### src/secded_host_params.svh
// Register offsets, field positions, reset values and timing counts for the SECDED host
`ifndef SECDED_HOST_PARAMS_SVH
`define SECDED_HOST_PARAMS_SVH

// ----------------------------------------------------------------
// Register byte offsets
// ----------------------------------------------------------------
`define OFS_CTRL 8'h00
`define OFS_DATA_LO 8'h04
`define OFS_DATA_HI 8'h08
`define OFS_MEM_CHECK 8'h0C
`define OFS_STATUS 8'h10
`define OFS_CHECK_OUT 8'h14
`define OFS_SYNDROME 8'h18
`define OFS_CORR_LO 8'h1C
`define OFS_CORR_HI 8'h20

// ----------------------------------------------------------------
// Field positions
// ----------------------------------------------------------------
`define CTRL_GEN_BIT 0
`define CTRL_CORR_BIT 1
`define CTRL_TMODE_LSB 2
`define CTRL_PASS_BIT 4
`define CTRL_WCODE_LSB 5
`define STAT_BUSY_BIT 0
`define STAT_DONE_BIT 1
`define STAT_ANY_BIT 2
`define STAT_MULTI_BIT 3
`define STAT_DOUBLE_BIT 4
`define STAT_INVALID_BIT 5

// ----------------------------------------------------------------
// Reset values
// ----------------------------------------------------------------
`define WCODE_RST 3'h6
`define TMODE_RST 2'h0

// ----------------------------------------------------------------
// Timing
// ----------------------------------------------------------------
`define CLK_PERIOD_NS 100
`define SETTLE_NS 300
`define SETTLE_CYC ((`SETTLE_NS + `CLK_PERIOD_NS - 1) / `CLK_PERIOD_NS)
`define SYNC_STAGES 2
`define WAIT_CYC (`SETTLE_CYC + `SYNC_STAGES)

`define RESP_OKAY 2'h0
`define RESP_SLVERR 2'h2

`endif

### src/secded_host_pkg.sv
// Types shared by the SECDED cascade host
package secded_host_pkg;

  typedef enum logic [2:0] {
    ST_IDLE = 3'h0,
    ST_DRIVE = 3'h1,
    ST_SAMPLE = 3'h3,
    ST_FEED = 3'h2,
    ST_CAPT = 3'h6
  } host_state_t;

  typedef logic [6:0] slice_check_t;

endpackage

### src/pin_sync.sv
// Two-stage synchroniser for pin inputs
`timescale 1ns/1ns
module pin_sync #(
  parameter int WIDTH = 8
) (
  // Clock and reset
  input wire logic sys_clk_i,
  input wire logic rst_i,
  // Pins in, synchronised out
  input wire logic [WIDTH-1:0] pin_i,
  output logic [WIDTH-1:0] sync_o
);

  logic [WIDTH-1:0] meta_q;
  logic [WIDTH-1:0] meta_d;
  logic [WIDTH-1:0] sync_q;
  logic [WIDTH-1:0] sync_d;

  always_comb begin
    meta_d = pin_i;
    sync_d = meta_q;
  end

  always_ff @(posedge sys_clk_i or posedge rst_i) begin
    if (rst_i) begin
      meta_q <= '0;
      sync_q <= '0;
    end else begin
      meta_q <= meta_d;
      sync_q <= sync_d;
    end
  end

  assign sync_o = sync_q;

endmodule

### src/secded_host.sv
// Host controller for a four-slice 64-bit SECDED cascade, with AXI4-Lite registers
//
// Overview of operation
// - Host forms final check and syndrome bits with XOR gates outside the slices.
// - Host feeds syndromes onto check inputs 0-6, selecting against memory check bits.
// - Host must not trust output data when a double or multiple error shows.
// - In pass-through the check latch shows inverted on the final XOR outputs.
// - In diagnostic generate the diagnostic latch shows inverted on XOR outputs.
// - Data bits 16-31 go to upper slice inputs 0-15, 0-15 to lower.
// - 32-bit correction feeds upper slice syndromes into lower slice check inputs.
//
// Decided for this implementation: the address map and the AXI4-Lite interface to the registers.
`timescale 1ns/1ns
`include "secded_host_params.svh"
module secded_host
  import secded_host_pkg::*;
#(
  parameter int SLICES = 4,
  parameter int WAIT_CYCLES = `WAIT_CYC
) (
  // Clock and reset
  input wire logic sys_clk_i,
  input wire logic rst_i,
  // AXI4-Lite write channels
  input wire logic [7:0] s_axi_awaddr_i,
  input wire logic s_axi_awvalid_i,
  output logic s_axi_awready_o,
  input wire logic [31:0] s_axi_wdata_i,
  input wire logic [3:0] s_axi_wstrb_i,
  input wire logic s_axi_wvalid_i,
  output logic s_axi_wready_o,
  output logic [1:0] s_axi_bresp_o,
  output logic s_axi_bvalid_o,
  input wire logic s_axi_bready_i,
  // AXI4-Lite read channels
  input wire logic [7:0] s_axi_araddr_i,
  input wire logic s_axi_arvalid_i,
  output logic s_axi_arready_o,
  output logic [31:0] s_axi_rdata_o,
  output logic [1:0] s_axi_rresp_o,
  output logic s_axi_rvalid_o,
  input wire logic s_axi_rready_i,
  // Slice cascade pins out
  output logic [63:0] slice_data_o,
  output logic [6:0] check_bit_inputs_o,
  output logic mem_buf_oe_n_o,
  output logic synd_buf_oe_n_o,
  output logic [2:0] width_select_code_o,
  output logic [1:0] test_mode_select_o,
  output logic fix_enable_o,
  output logic pass_thru_o,
  output logic syndrome_output_enable_n_o,
  // Slice cascade pins in
  input wire logic [63:0] slice_data_i,
  input wire logic [4*7-1:0] syndrome_check_outputs_i,
  input wire logic [3:0] any_fault_n_i,
  input wire logic [3:0] multi_fault_n_i
);

  // ----------------------------------------------------------------
  // Helpers
  // ----------------------------------------------------------------
  function automatic logic [31:0] apply_strb(input logic [31:0] old_v, input logic [31:0] new_v,
                                             input logic [3:0] strb);
    logic [31:0] res;
    res = old_v;
    for (int b = 0; b < 4; b++) begin
      if (strb[b]) begin
        res[b*8 +: 8] = new_v[b*8 +: 8];
      end
    end
    return res;
  endfunction

  function automatic logic is_double(input logic [7:0] syn);
    return (syn != 8'h00) && !(^syn);
  endfunction

  // ----------------------------------------------------------------
  // Pin synchronisers
  // ----------------------------------------------------------------
  logic [99:0] pins_s;
  pin_sync #(.WIDTH(100)) u_sync (
    .sys_clk_i(sys_clk_i),
    .rst_i(rst_i),
    .pin_i({multi_fault_n_i, any_fault_n_i, syndrome_check_outputs_i, slice_data_i}),
    .sync_o(pins_s)
  );
  logic [63:0] cdata_s;
  slice_check_t sc_s [4];
  logic [3:0] any_n_s;
  logic [3:0] multi_n_s;
  always_comb begin
    cdata_s = pins_s[63:0];
    for (int s = 0; s < 4; s++) begin
      sc_s[s] = pins_s[64 + s*7 +: 7];
    end
    any_n_s = pins_s[95:92];
    multi_n_s = pins_s[99:96];
  end

  // External XOR fold of slice partials; bit 6 of each slice is its high-weight partial
  logic [7:0] fold;
  always_comb begin
    fold = 8'h00;
    for (int i = 0; i < 6; i++) begin
      fold[i] = sc_s[0][i] ^ sc_s[1][i] ^ sc_s[2][i] ^ sc_s[3][i];
    end
    // Slices 0 and 1 give one byte to both C16 and C32; slices 2 and 3 give their
    // other byte through the C8 partial, as one output cannot carry both
    fold[6] = sc_s[0][6] ^ sc_s[1][6] ^ sc_s[2][6] ^ sc_s[3][5];
    fold[7] = sc_s[0][6] ^ sc_s[1][6] ^ sc_s[2][5] ^ sc_s[3][6];
  end

  // ----------------------------------------------------------------
  // Registers and sequencer
  // ----------------------------------------------------------------
  host_state_t st_q, st_d;
  logic [3:0] cnt_q, cnt_d;
  logic corr_req_q, corr_req_d;
  logic [63:0] data_q, data_d, corr_q, corr_d;
  logic [7:0] memchk_q, memchk_d, chk_q, chk_d, syn_q, syn_d;
  logic [2:0] wcode_q, wcode_d;
  logic [1:0] tmode_q, tmode_d;
  logic pass_q, pass_d;
  logic done_q, done_d, any_q, any_d, multi_q, multi_d, dbl_q, dbl_d, inval_q, inval_d;
  logic wr_en;
  logic [7:0] wr_addr;
  logic [31:0] wr_data;
  logic [3:0] wr_strb;
  logic [7:0] syn_now;

  always_comb begin
    st_d = st_q;
    cnt_d = cnt_q;
    corr_req_d = corr_req_q;
    data_d = data_q;
    corr_d = corr_q;
    memchk_d = memchk_q;
    chk_d = chk_q;
    syn_d = syn_q;
    wcode_d = wcode_q;
    tmode_d = tmode_q;
    pass_d = pass_q;
    done_d = done_q;
    any_d = any_q;
    multi_d = multi_q;
    dbl_d = dbl_q;
    inval_d = inval_q;
    syn_now = fold ^ memchk_q;
    if (wr_en) begin
      case (wr_addr)
        `OFS_CTRL: begin
          if (wr_strb[0]) begin
            tmode_d = wr_data[`CTRL_TMODE_LSB +: 2];
            pass_d = wr_data[`CTRL_PASS_BIT];
            wcode_d = wr_data[`CTRL_WCODE_LSB +: 3];
            // A start while busy is dropped
            if (st_q == ST_IDLE && (wr_data[`CTRL_GEN_BIT] || wr_data[`CTRL_CORR_BIT])) begin
              st_d = ST_DRIVE;
              cnt_d = 4'h0;
              corr_req_d = wr_data[`CTRL_CORR_BIT];
            end
          end
        end
        `OFS_DATA_LO: data_d[31:0] = apply_strb(data_q[31:0], wr_data, wr_strb);
        `OFS_DATA_HI: data_d[63:32] = apply_strb(data_q[63:32], wr_data, wr_strb);
        `OFS_MEM_CHECK: begin
          if (wr_strb[0]) begin
            memchk_d = wr_data[7:0];
          end
        end
        `OFS_STATUS: begin
          if (wr_strb[0] && wr_data[`STAT_DONE_BIT]) begin
            done_d = 1'b0;
          end
        end
        default: begin
        end
      endcase
    end
    case (st_q)
      ST_DRIVE, ST_FEED: begin
        // Slices and synchronisers need time before their outputs mean anything
        if (cnt_q == 4'(WAIT_CYCLES - 1)) begin
          st_d = (st_q == ST_DRIVE) ? ST_SAMPLE : ST_CAPT;
        end else begin
          cnt_d = cnt_q + 4'h1;
        end
      end
      ST_SAMPLE: begin
        chk_d = fold;
        syn_d = syn_now;
        any_d = (syn_now != 8'h00) || (any_n_s != 4'hF);
        // Slice multiple-fault pins only mean something once syndromes are fed back
        multi_d = 1'b0;
        dbl_d = is_double(syn_now);
        inval_d = is_double(syn_now);
        cnt_d = 4'h0;
        st_d = corr_req_q ? ST_FEED : ST_IDLE;
        if (!corr_req_q) begin
          done_d = 1'b1;
        end
      end
      ST_CAPT: begin
        multi_d = (multi_n_s != 4'hF);
        inval_d = dbl_q || (multi_n_s != 4'hF);
        // Corrected word is worthless after a double or multiple error
        if (!dbl_q && (multi_n_s == 4'hF)) begin
          corr_d = cdata_s;
        end
        done_d = 1'b1;
        st_d = ST_IDLE;
      end
      ST_IDLE: begin
      end
      default: st_d = ST_IDLE;
    endcase
  end

  always_ff @(posedge sys_clk_i or posedge rst_i) begin
    if (rst_i) begin
      st_q <= ST_IDLE;
      cnt_q <= 4'h0;
      corr_req_q <= 1'b0;
      data_q <= 64'h0;
      corr_q <= 64'h0;
      memchk_q <= 8'h00;
      chk_q <= 8'h00;
      syn_q <= 8'h00;
      wcode_q <= `WCODE_RST;
      tmode_q <= `TMODE_RST;
      pass_q <= 1'b0;
      done_q <= 1'b0;
      any_q <= 1'b0;
      multi_q <= 1'b0;
      dbl_q <= 1'b0;
      inval_q <= 1'b0;
    end else begin
      st_q <= st_d;
      cnt_q <= cnt_d;
      corr_req_q <= corr_req_d;
      data_q <= data_d;
      corr_q <= corr_d;
      memchk_q <= memchk_d;
      chk_q <= chk_d;
      syn_q <= syn_d;
      wcode_q <= wcode_d;
      tmode_q <= tmode_d;
      pass_q <= pass_d;
      done_q <= done_d;
      any_q <= any_d;
      multi_q <= multi_d;
      dbl_q <= dbl_d;
      inval_q <= inval_d;
    end
  end

  // ----------------------------------------------------------------
  // Pin drive
  // ----------------------------------------------------------------
  logic feeding;
  assign feeding = (st_q == ST_FEED) || (st_q == ST_CAPT);
  assign slice_data_o = data_q;
  assign check_bit_inputs_o = syn_q[6:0];
  assign synd_buf_oe_n_o = !feeding;
  assign mem_buf_oe_n_o = feeding;
  assign fix_enable_o = feeding;
  assign width_select_code_o = wcode_q;
  assign test_mode_select_o = tmode_q;
  assign pass_thru_o = pass_q;
  assign syndrome_output_enable_n_o = 1'b0;

  // ----------------------------------------------------------------
  // AXI4-Lite slave
  // ----------------------------------------------------------------
  logic aw_hold_q, aw_hold_d, w_hold_q, w_hold_d, bvalid_q, bvalid_d, rvalid_q, rvalid_d;
  logic [7:0] awaddr_q, awaddr_d;
  logic [31:0] wdata_q, wdata_d, rdata_q, rdata_d;
  logic [3:0] wstrb_q, wstrb_d;
  logic [1:0] bresp_q, bresp_d, rresp_q, rresp_d;

  assign s_axi_awready_o = !aw_hold_q && !bvalid_q;
  assign s_axi_wready_o = !w_hold_q && !bvalid_q;
  assign s_axi_arready_o = !rvalid_q;
  assign s_axi_bvalid_o = bvalid_q;
  assign s_axi_bresp_o = bresp_q;
  assign s_axi_rvalid_o = rvalid_q;
  assign s_axi_rdata_o = rdata_q;
  assign s_axi_rresp_o = rresp_q;
  assign wr_en = aw_hold_q && w_hold_q && !bvalid_q;
  assign wr_addr = awaddr_q;
  assign wr_data = wdata_q;
  assign wr_strb = wstrb_q;

  function automatic logic mapped(input logic [7:0] a);
    return (a <= `OFS_CORR_HI) && (a[1:0] == 2'h0);
  endfunction

  always_comb begin
    aw_hold_d = aw_hold_q;
    w_hold_d = w_hold_q;
    awaddr_d = awaddr_q;
    wdata_d = wdata_q;
    wstrb_d = wstrb_q;
    bvalid_d = bvalid_q;
    bresp_d = bresp_q;
    rvalid_d = rvalid_q;
    rdata_d = rdata_q;
    rresp_d = rresp_q;
    if (s_axi_awvalid_i && s_axi_awready_o) begin
      aw_hold_d = 1'b1;
      awaddr_d = s_axi_awaddr_i;
    end
    if (s_axi_wvalid_i && s_axi_wready_o) begin
      w_hold_d = 1'b1;
      wdata_d = s_axi_wdata_i;
      wstrb_d = s_axi_wstrb_i;
    end
    if (wr_en) begin
      aw_hold_d = 1'b0;
      w_hold_d = 1'b0;
      bvalid_d = 1'b1;
      bresp_d = mapped(awaddr_q) ? `RESP_OKAY : `RESP_SLVERR;
    end else if (bvalid_q && s_axi_bready_i) begin
      bvalid_d = 1'b0;
    end
    if (rvalid_q && s_axi_rready_i) begin
      rvalid_d = 1'b0;
    end else if (s_axi_arvalid_i && !rvalid_q) begin
      rvalid_d = 1'b1;
      rresp_d = mapped(s_axi_araddr_i) ? `RESP_OKAY : `RESP_SLVERR;
      case (s_axi_araddr_i)
        `OFS_CTRL: rdata_d = {24'h0, wcode_q, pass_q, tmode_q, 2'h0};
        `OFS_DATA_LO: rdata_d = data_q[31:0];
        `OFS_DATA_HI: rdata_d = data_q[63:32];
        `OFS_MEM_CHECK: rdata_d = {24'h0, memchk_q};
        `OFS_STATUS: rdata_d = {26'h0, inval_q, dbl_q, multi_q, any_q, done_q,
                                st_q != ST_IDLE};
        `OFS_CHECK_OUT: rdata_d = {24'h0, chk_q};
        `OFS_SYNDROME: rdata_d = {24'h0, syn_q};
        `OFS_CORR_LO: rdata_d = corr_q[31:0];
        `OFS_CORR_HI: rdata_d = corr_q[63:32];
        default: rdata_d = 32'h0;
      endcase
    end
  end

  always_ff @(posedge sys_clk_i or posedge rst_i) begin
    if (rst_i) begin
      aw_hold_q <= 1'b0;
      w_hold_q <= 1'b0;
      awaddr_q <= 8'h00;
      wdata_q <= 32'h0;
      wstrb_q <= 4'h0;
      bvalid_q <= 1'b0;
      bresp_q <= 2'h0;
      rvalid_q <= 1'b0;
      rdata_q <= 32'h0;
      rresp_q <= 2'h0;
    end else begin
      aw_hold_q <= aw_hold_d;
      w_hold_q <= w_hold_d;
      awaddr_q <= awaddr_d;
      wdata_q <= wdata_d;
      wstrb_q <= wstrb_d;
      bvalid_q <= bvalid_d;
      bresp_q <= bresp_d;
      rvalid_q <= rvalid_d;
      rdata_q <= rdata_d;
      rresp_q <= rresp_d;
    end
  end
endmodule

### config.mk
export PLATFORM = sky130hd
export DESIGN_NAME = secded_host
export DESIGN_NICKNAME = d
export VERILOG_FILES = /design/src/secded_host_pkg.sv /design/src/pin_sync.sv /design/src/secded_host.sv
export VERILOG_INCLUDE_DIRS = /design/src
export SDC_FILE = /design/constraint.sdc
export NUM_CORES = 1
export LEC_CHECK = 0
export BUFFER_PORTS_ARGS = -buffer_cell sky130_fd_sc_hd__buf_2
export CAP_MARGIN = 15
export CORE_ASPECT_RATIO = 1.5
export CORE_MARGIN = 1.5
export CORE_UTILIZATION = 58
export CTS_BUF_LIST = sky130_fd_sc_hd__clkbuf_2 sky130_fd_sc_hd__clkbuf_4 sky130_fd_sc_hd__clkbuf_8
export CTS_CLUSTER_DIAMETER = 150
export DETAILED_ROUTE_END_ITERATION = 16
export HOLD_SLACK_MARGIN = 0.12
export MAX_ROUTING_LAYER = met4
export PLACE_DENSITY = 0.82
export SKIP_CTS_REPAIR_TIMING = 1
export SYNTH_ARGS = -nofsm -noshare
export SYNTH_HDL_FRONTEND = slang
export SYNTH_SLANG_ARGS = --single-unit
### constraint.sdc
create_clock -name sys_clk_i -period 16.19 [get_ports sys_clk_i]
set_clock_uncertainty 0.05 [all_clocks]
set_input_delay 2.4285 -clock sys_clk_i [delete_from_list [all_inputs] [get_ports sys_clk_i]]
set_output_delay 2.4285 -clock sys_clk_i [all_outputs]
set_load 0.02 [all_outputs]
==> summary.txt <==
Multi-input gate area: 4741 µm²
Core Box Area: 27870 µm²
Cells along the critical path: buf_2 -> inv_8 -> buf_4 -> buf_4
Max Cap Viol: 0
Peak Freq: 222.5 MHz
Power Density: 136.0 nW/µm²
Final WL: 37510 µm
Die Ht: 209.0 µm
Via density: 5.611
Register area: 11340 µm²
Netlist cell types: 67
Drt initial violations: 598
R2R Path Start: s_axi_bvalid_o
Hold endpoint: u_sync.sync_o[20]
Clk root buf: clkbuf_8
Number of global-route vias before repair: 10820
DRT Pass-1 Iters: 6
Worst EP arrival: 5.02 ns
EDFF count, synth: 0
Final Max Slew Viols: 0
DRC errors left: 0
Total power draw: 2638 µW
ANT nets after route: 0
# setup viols final: 0
H-Tree Depth: 2
Initial core utilization: 58.85%
Final Critical Period: 4.494 ns
Fillers: 1887
Worst path slowest cell: buf_4
Ys flop type: dfrtp_1
Critical path class: in -> async
Worst path most repeated cell: buf_4
All-Layer GR Usage: 27.16%
Register share of total power: 51.5%
Clock Tree Buf Depth: 3
Largest net degree at the start of global routing: 143
P_int: 1942 µW
Initial antenna violation count: 7
Synth async-reset ratio: 100.0%
R2r endpoint: slice_data_o[38]
Setup slack after layout: 11.70 ns
Synthesized area: 16400 µm²
DP Wirelength: 25750 µm
Top Ports: 281
Buf+Inv Stages, Crit Path: 4
Sink Count: 453
FF+latch count, synth: 453
Top cell family by delay on the critical path: buffers and inverters
R2R cell count: 5
Net Switching: 696.0 µW
Final #Nets: 1553
Hold Worst Slack: 0.2841 ns
GRT overflow: 0
Status: finished, final reports clean
Crit-path max cell delay: 0.90 ns
IO buf count: 277
Slew headroom: 23.26%
Die area: 29320 µm²
Min-delay src: u_sync.meta_q[20]
Total CTS buffers: 61
Clock group share of total power: 35.7%
R2r setup slk: 13.53 ns
Slew @ Worst Pin: 1.151 ns
Commonest cells after routing, fill and taps aside: 451 x dfrtp_1, 277 x buf_2, 199 x mux2_2
Share of the clock period used by the worst path: 27.76%
GP Congestion: 0.9010
Gate Count Post-Synth: 1099
YS warnings: 0
Register area share after synthesis: 69.13%
Critical Path Start Type: primary input
Unrepaired setup endpoints after global routing: false
Commonest non-fill, non-tap cell in the layout: dfrtp_1
Worst Setup End Kind: asynchronous set/reset pin
Area delta synth->final: 18.29%
Critical Path RT: 16.72 ns
First-pass GRT wire length: 58480 µm
Worst skew pair latency: 0.63 ns
Leakage: 0.009503 µW
Die width: 140.3 µm
FP Rows: 75
Gate power share: 12.8%
WL per Instance: 20.99 µm
Critical Path Fanout Max: 142
Synth Area per Inst: 14.92 µm²
Peak supply drop: 87.85 µV
Pre-CTS setup slack: 10.93 ns
Hold Path Class: reg -> reg
Share of layout cells above drive strength 1: 43.17%
Final Hold Fails: 0
Final setup TNS: 0 ns
Clk slew on worst S/H paths: 0.07 ns
Switch share: 26.38%
TritonCTS clock tree: done
Hold Path Depth: 0
Via count: 10030
-- power by group through the flow --
stage	combinational [µW]	sequential [µW]	clock, µW
after floorplan	207	1380	0
after global placement	329	1370	0
after detailed placement	340	1380	0
after CTS	341	1360	960
after global routing	367	1370	1010
final	338	1360	942
-- how the worst max path moves through the flow --
stage                     cells past startpoint  startpoint           endpoint
after floorplan                               1       rst_i              any_q
after global placement                        4       rst_i     s_axi_rvalid_o
after detailed placement                      4       rst_i             done_q
after CTS                                     4       rst_i           syn_q[3]
after global routing                          4       rst_i  s_axi_rdata_o[13]
final                                         4       rst_i           syn_q[3]
-- cell families (layout without fill, tap and decap cells) --
family                   count (synthesis)  in the layout  share of synthesized area (%)
AO/OA/AOI/OAI                          147            147                          6.286
XOR/XNOR                                35             35                          1.869
adder cells (fa/ha/maj)                  6              6                         0.4577
buffers and inverters                   71            404                          2.189
flip-flops                             453            453                          69.13
multiplexers                           212            212                          14.62
other                                    1             10                        0.02286
AND/OR/NAND/NOR                        174            174                          5.431
-- state kept, by name, summed over array words and instances (netlist names), 4 cells and up --
signal and cells:
chk_q 8, wdata_q 32, cnt_q 4, memchk_q 8
u_sync.sync_o 100, u_sync.meta_q 100, corr_q 64, slice_data_o 64
wr_strb 4, awaddr_q 8, syn_q 8, s_axi_rdata_o 32
-- worst register-to-register path, delay by kind of cell (launching register included) --
kind             cells  cell delay (ns)
AND/OR/NAND/NOR      4             1.65
flip-flops           1             0.44
multiplexers         1             0.41
-- layout make-up --
cell class	count	area share, %
inverter	10	0.2322
tap	346	2.231
sequential	453	58.44
timing repair buffer	285	7.455
clock inverter	15	0.9287
antenna	7	0.09029
clock buffer	94	6.185
multi-input combinational	577	24.44
-- cells in the mapped netlist, types with 6 or more instances --
cell type,count,area share [%]
a221oi_1,26,1.4
nand3_1,9,0.27
buf_2,13,0.40
o21ai_1,20,0.61
buf_4,16,0.73
buf_1,6,0.14
mux2_2,199,14
xor2_1,8,0.43
inv_1,10,0.23
ha_1,6,0.46
xnor2_1,27,1.4
a22oi_1,29,1.3
nand2_1,63,1.4
dfrtp_1,451,69
nor2b_1,6,0.23
a21oi_1,11,0.34
nor2_1,48,1.1
nor3_1,11,0.34
mux2i_1,10,0.61
o21ai_0,23,0.70
clkbuf_1,23,0.53
-- metal layers --
metal | wire, µm | GRT usage (%) | up-vias
met1 | 13350 | 29.23 | 5120
li1 | - | - | 4449
met3 | 2491 | 6.691 | 93
met4 | 1788 | 13.54 | 0
met2 | 19880 | 46.64 | 365
met5 | 0 | - | -
-- metrics by stage --
stage | cells | util, % | area [µm²]
floorplan | 1101 | - | 16410
CTS | 1780 | 69.55 | 19380
global route | 1787 | 69.61 | 19400
detailed placement | 1671 | 64.60 | 18000
finish | 1787 | 69.61 | 19400
global placement | 1671 | 64.60 | 18000
(Power assumes the default switching activity.)
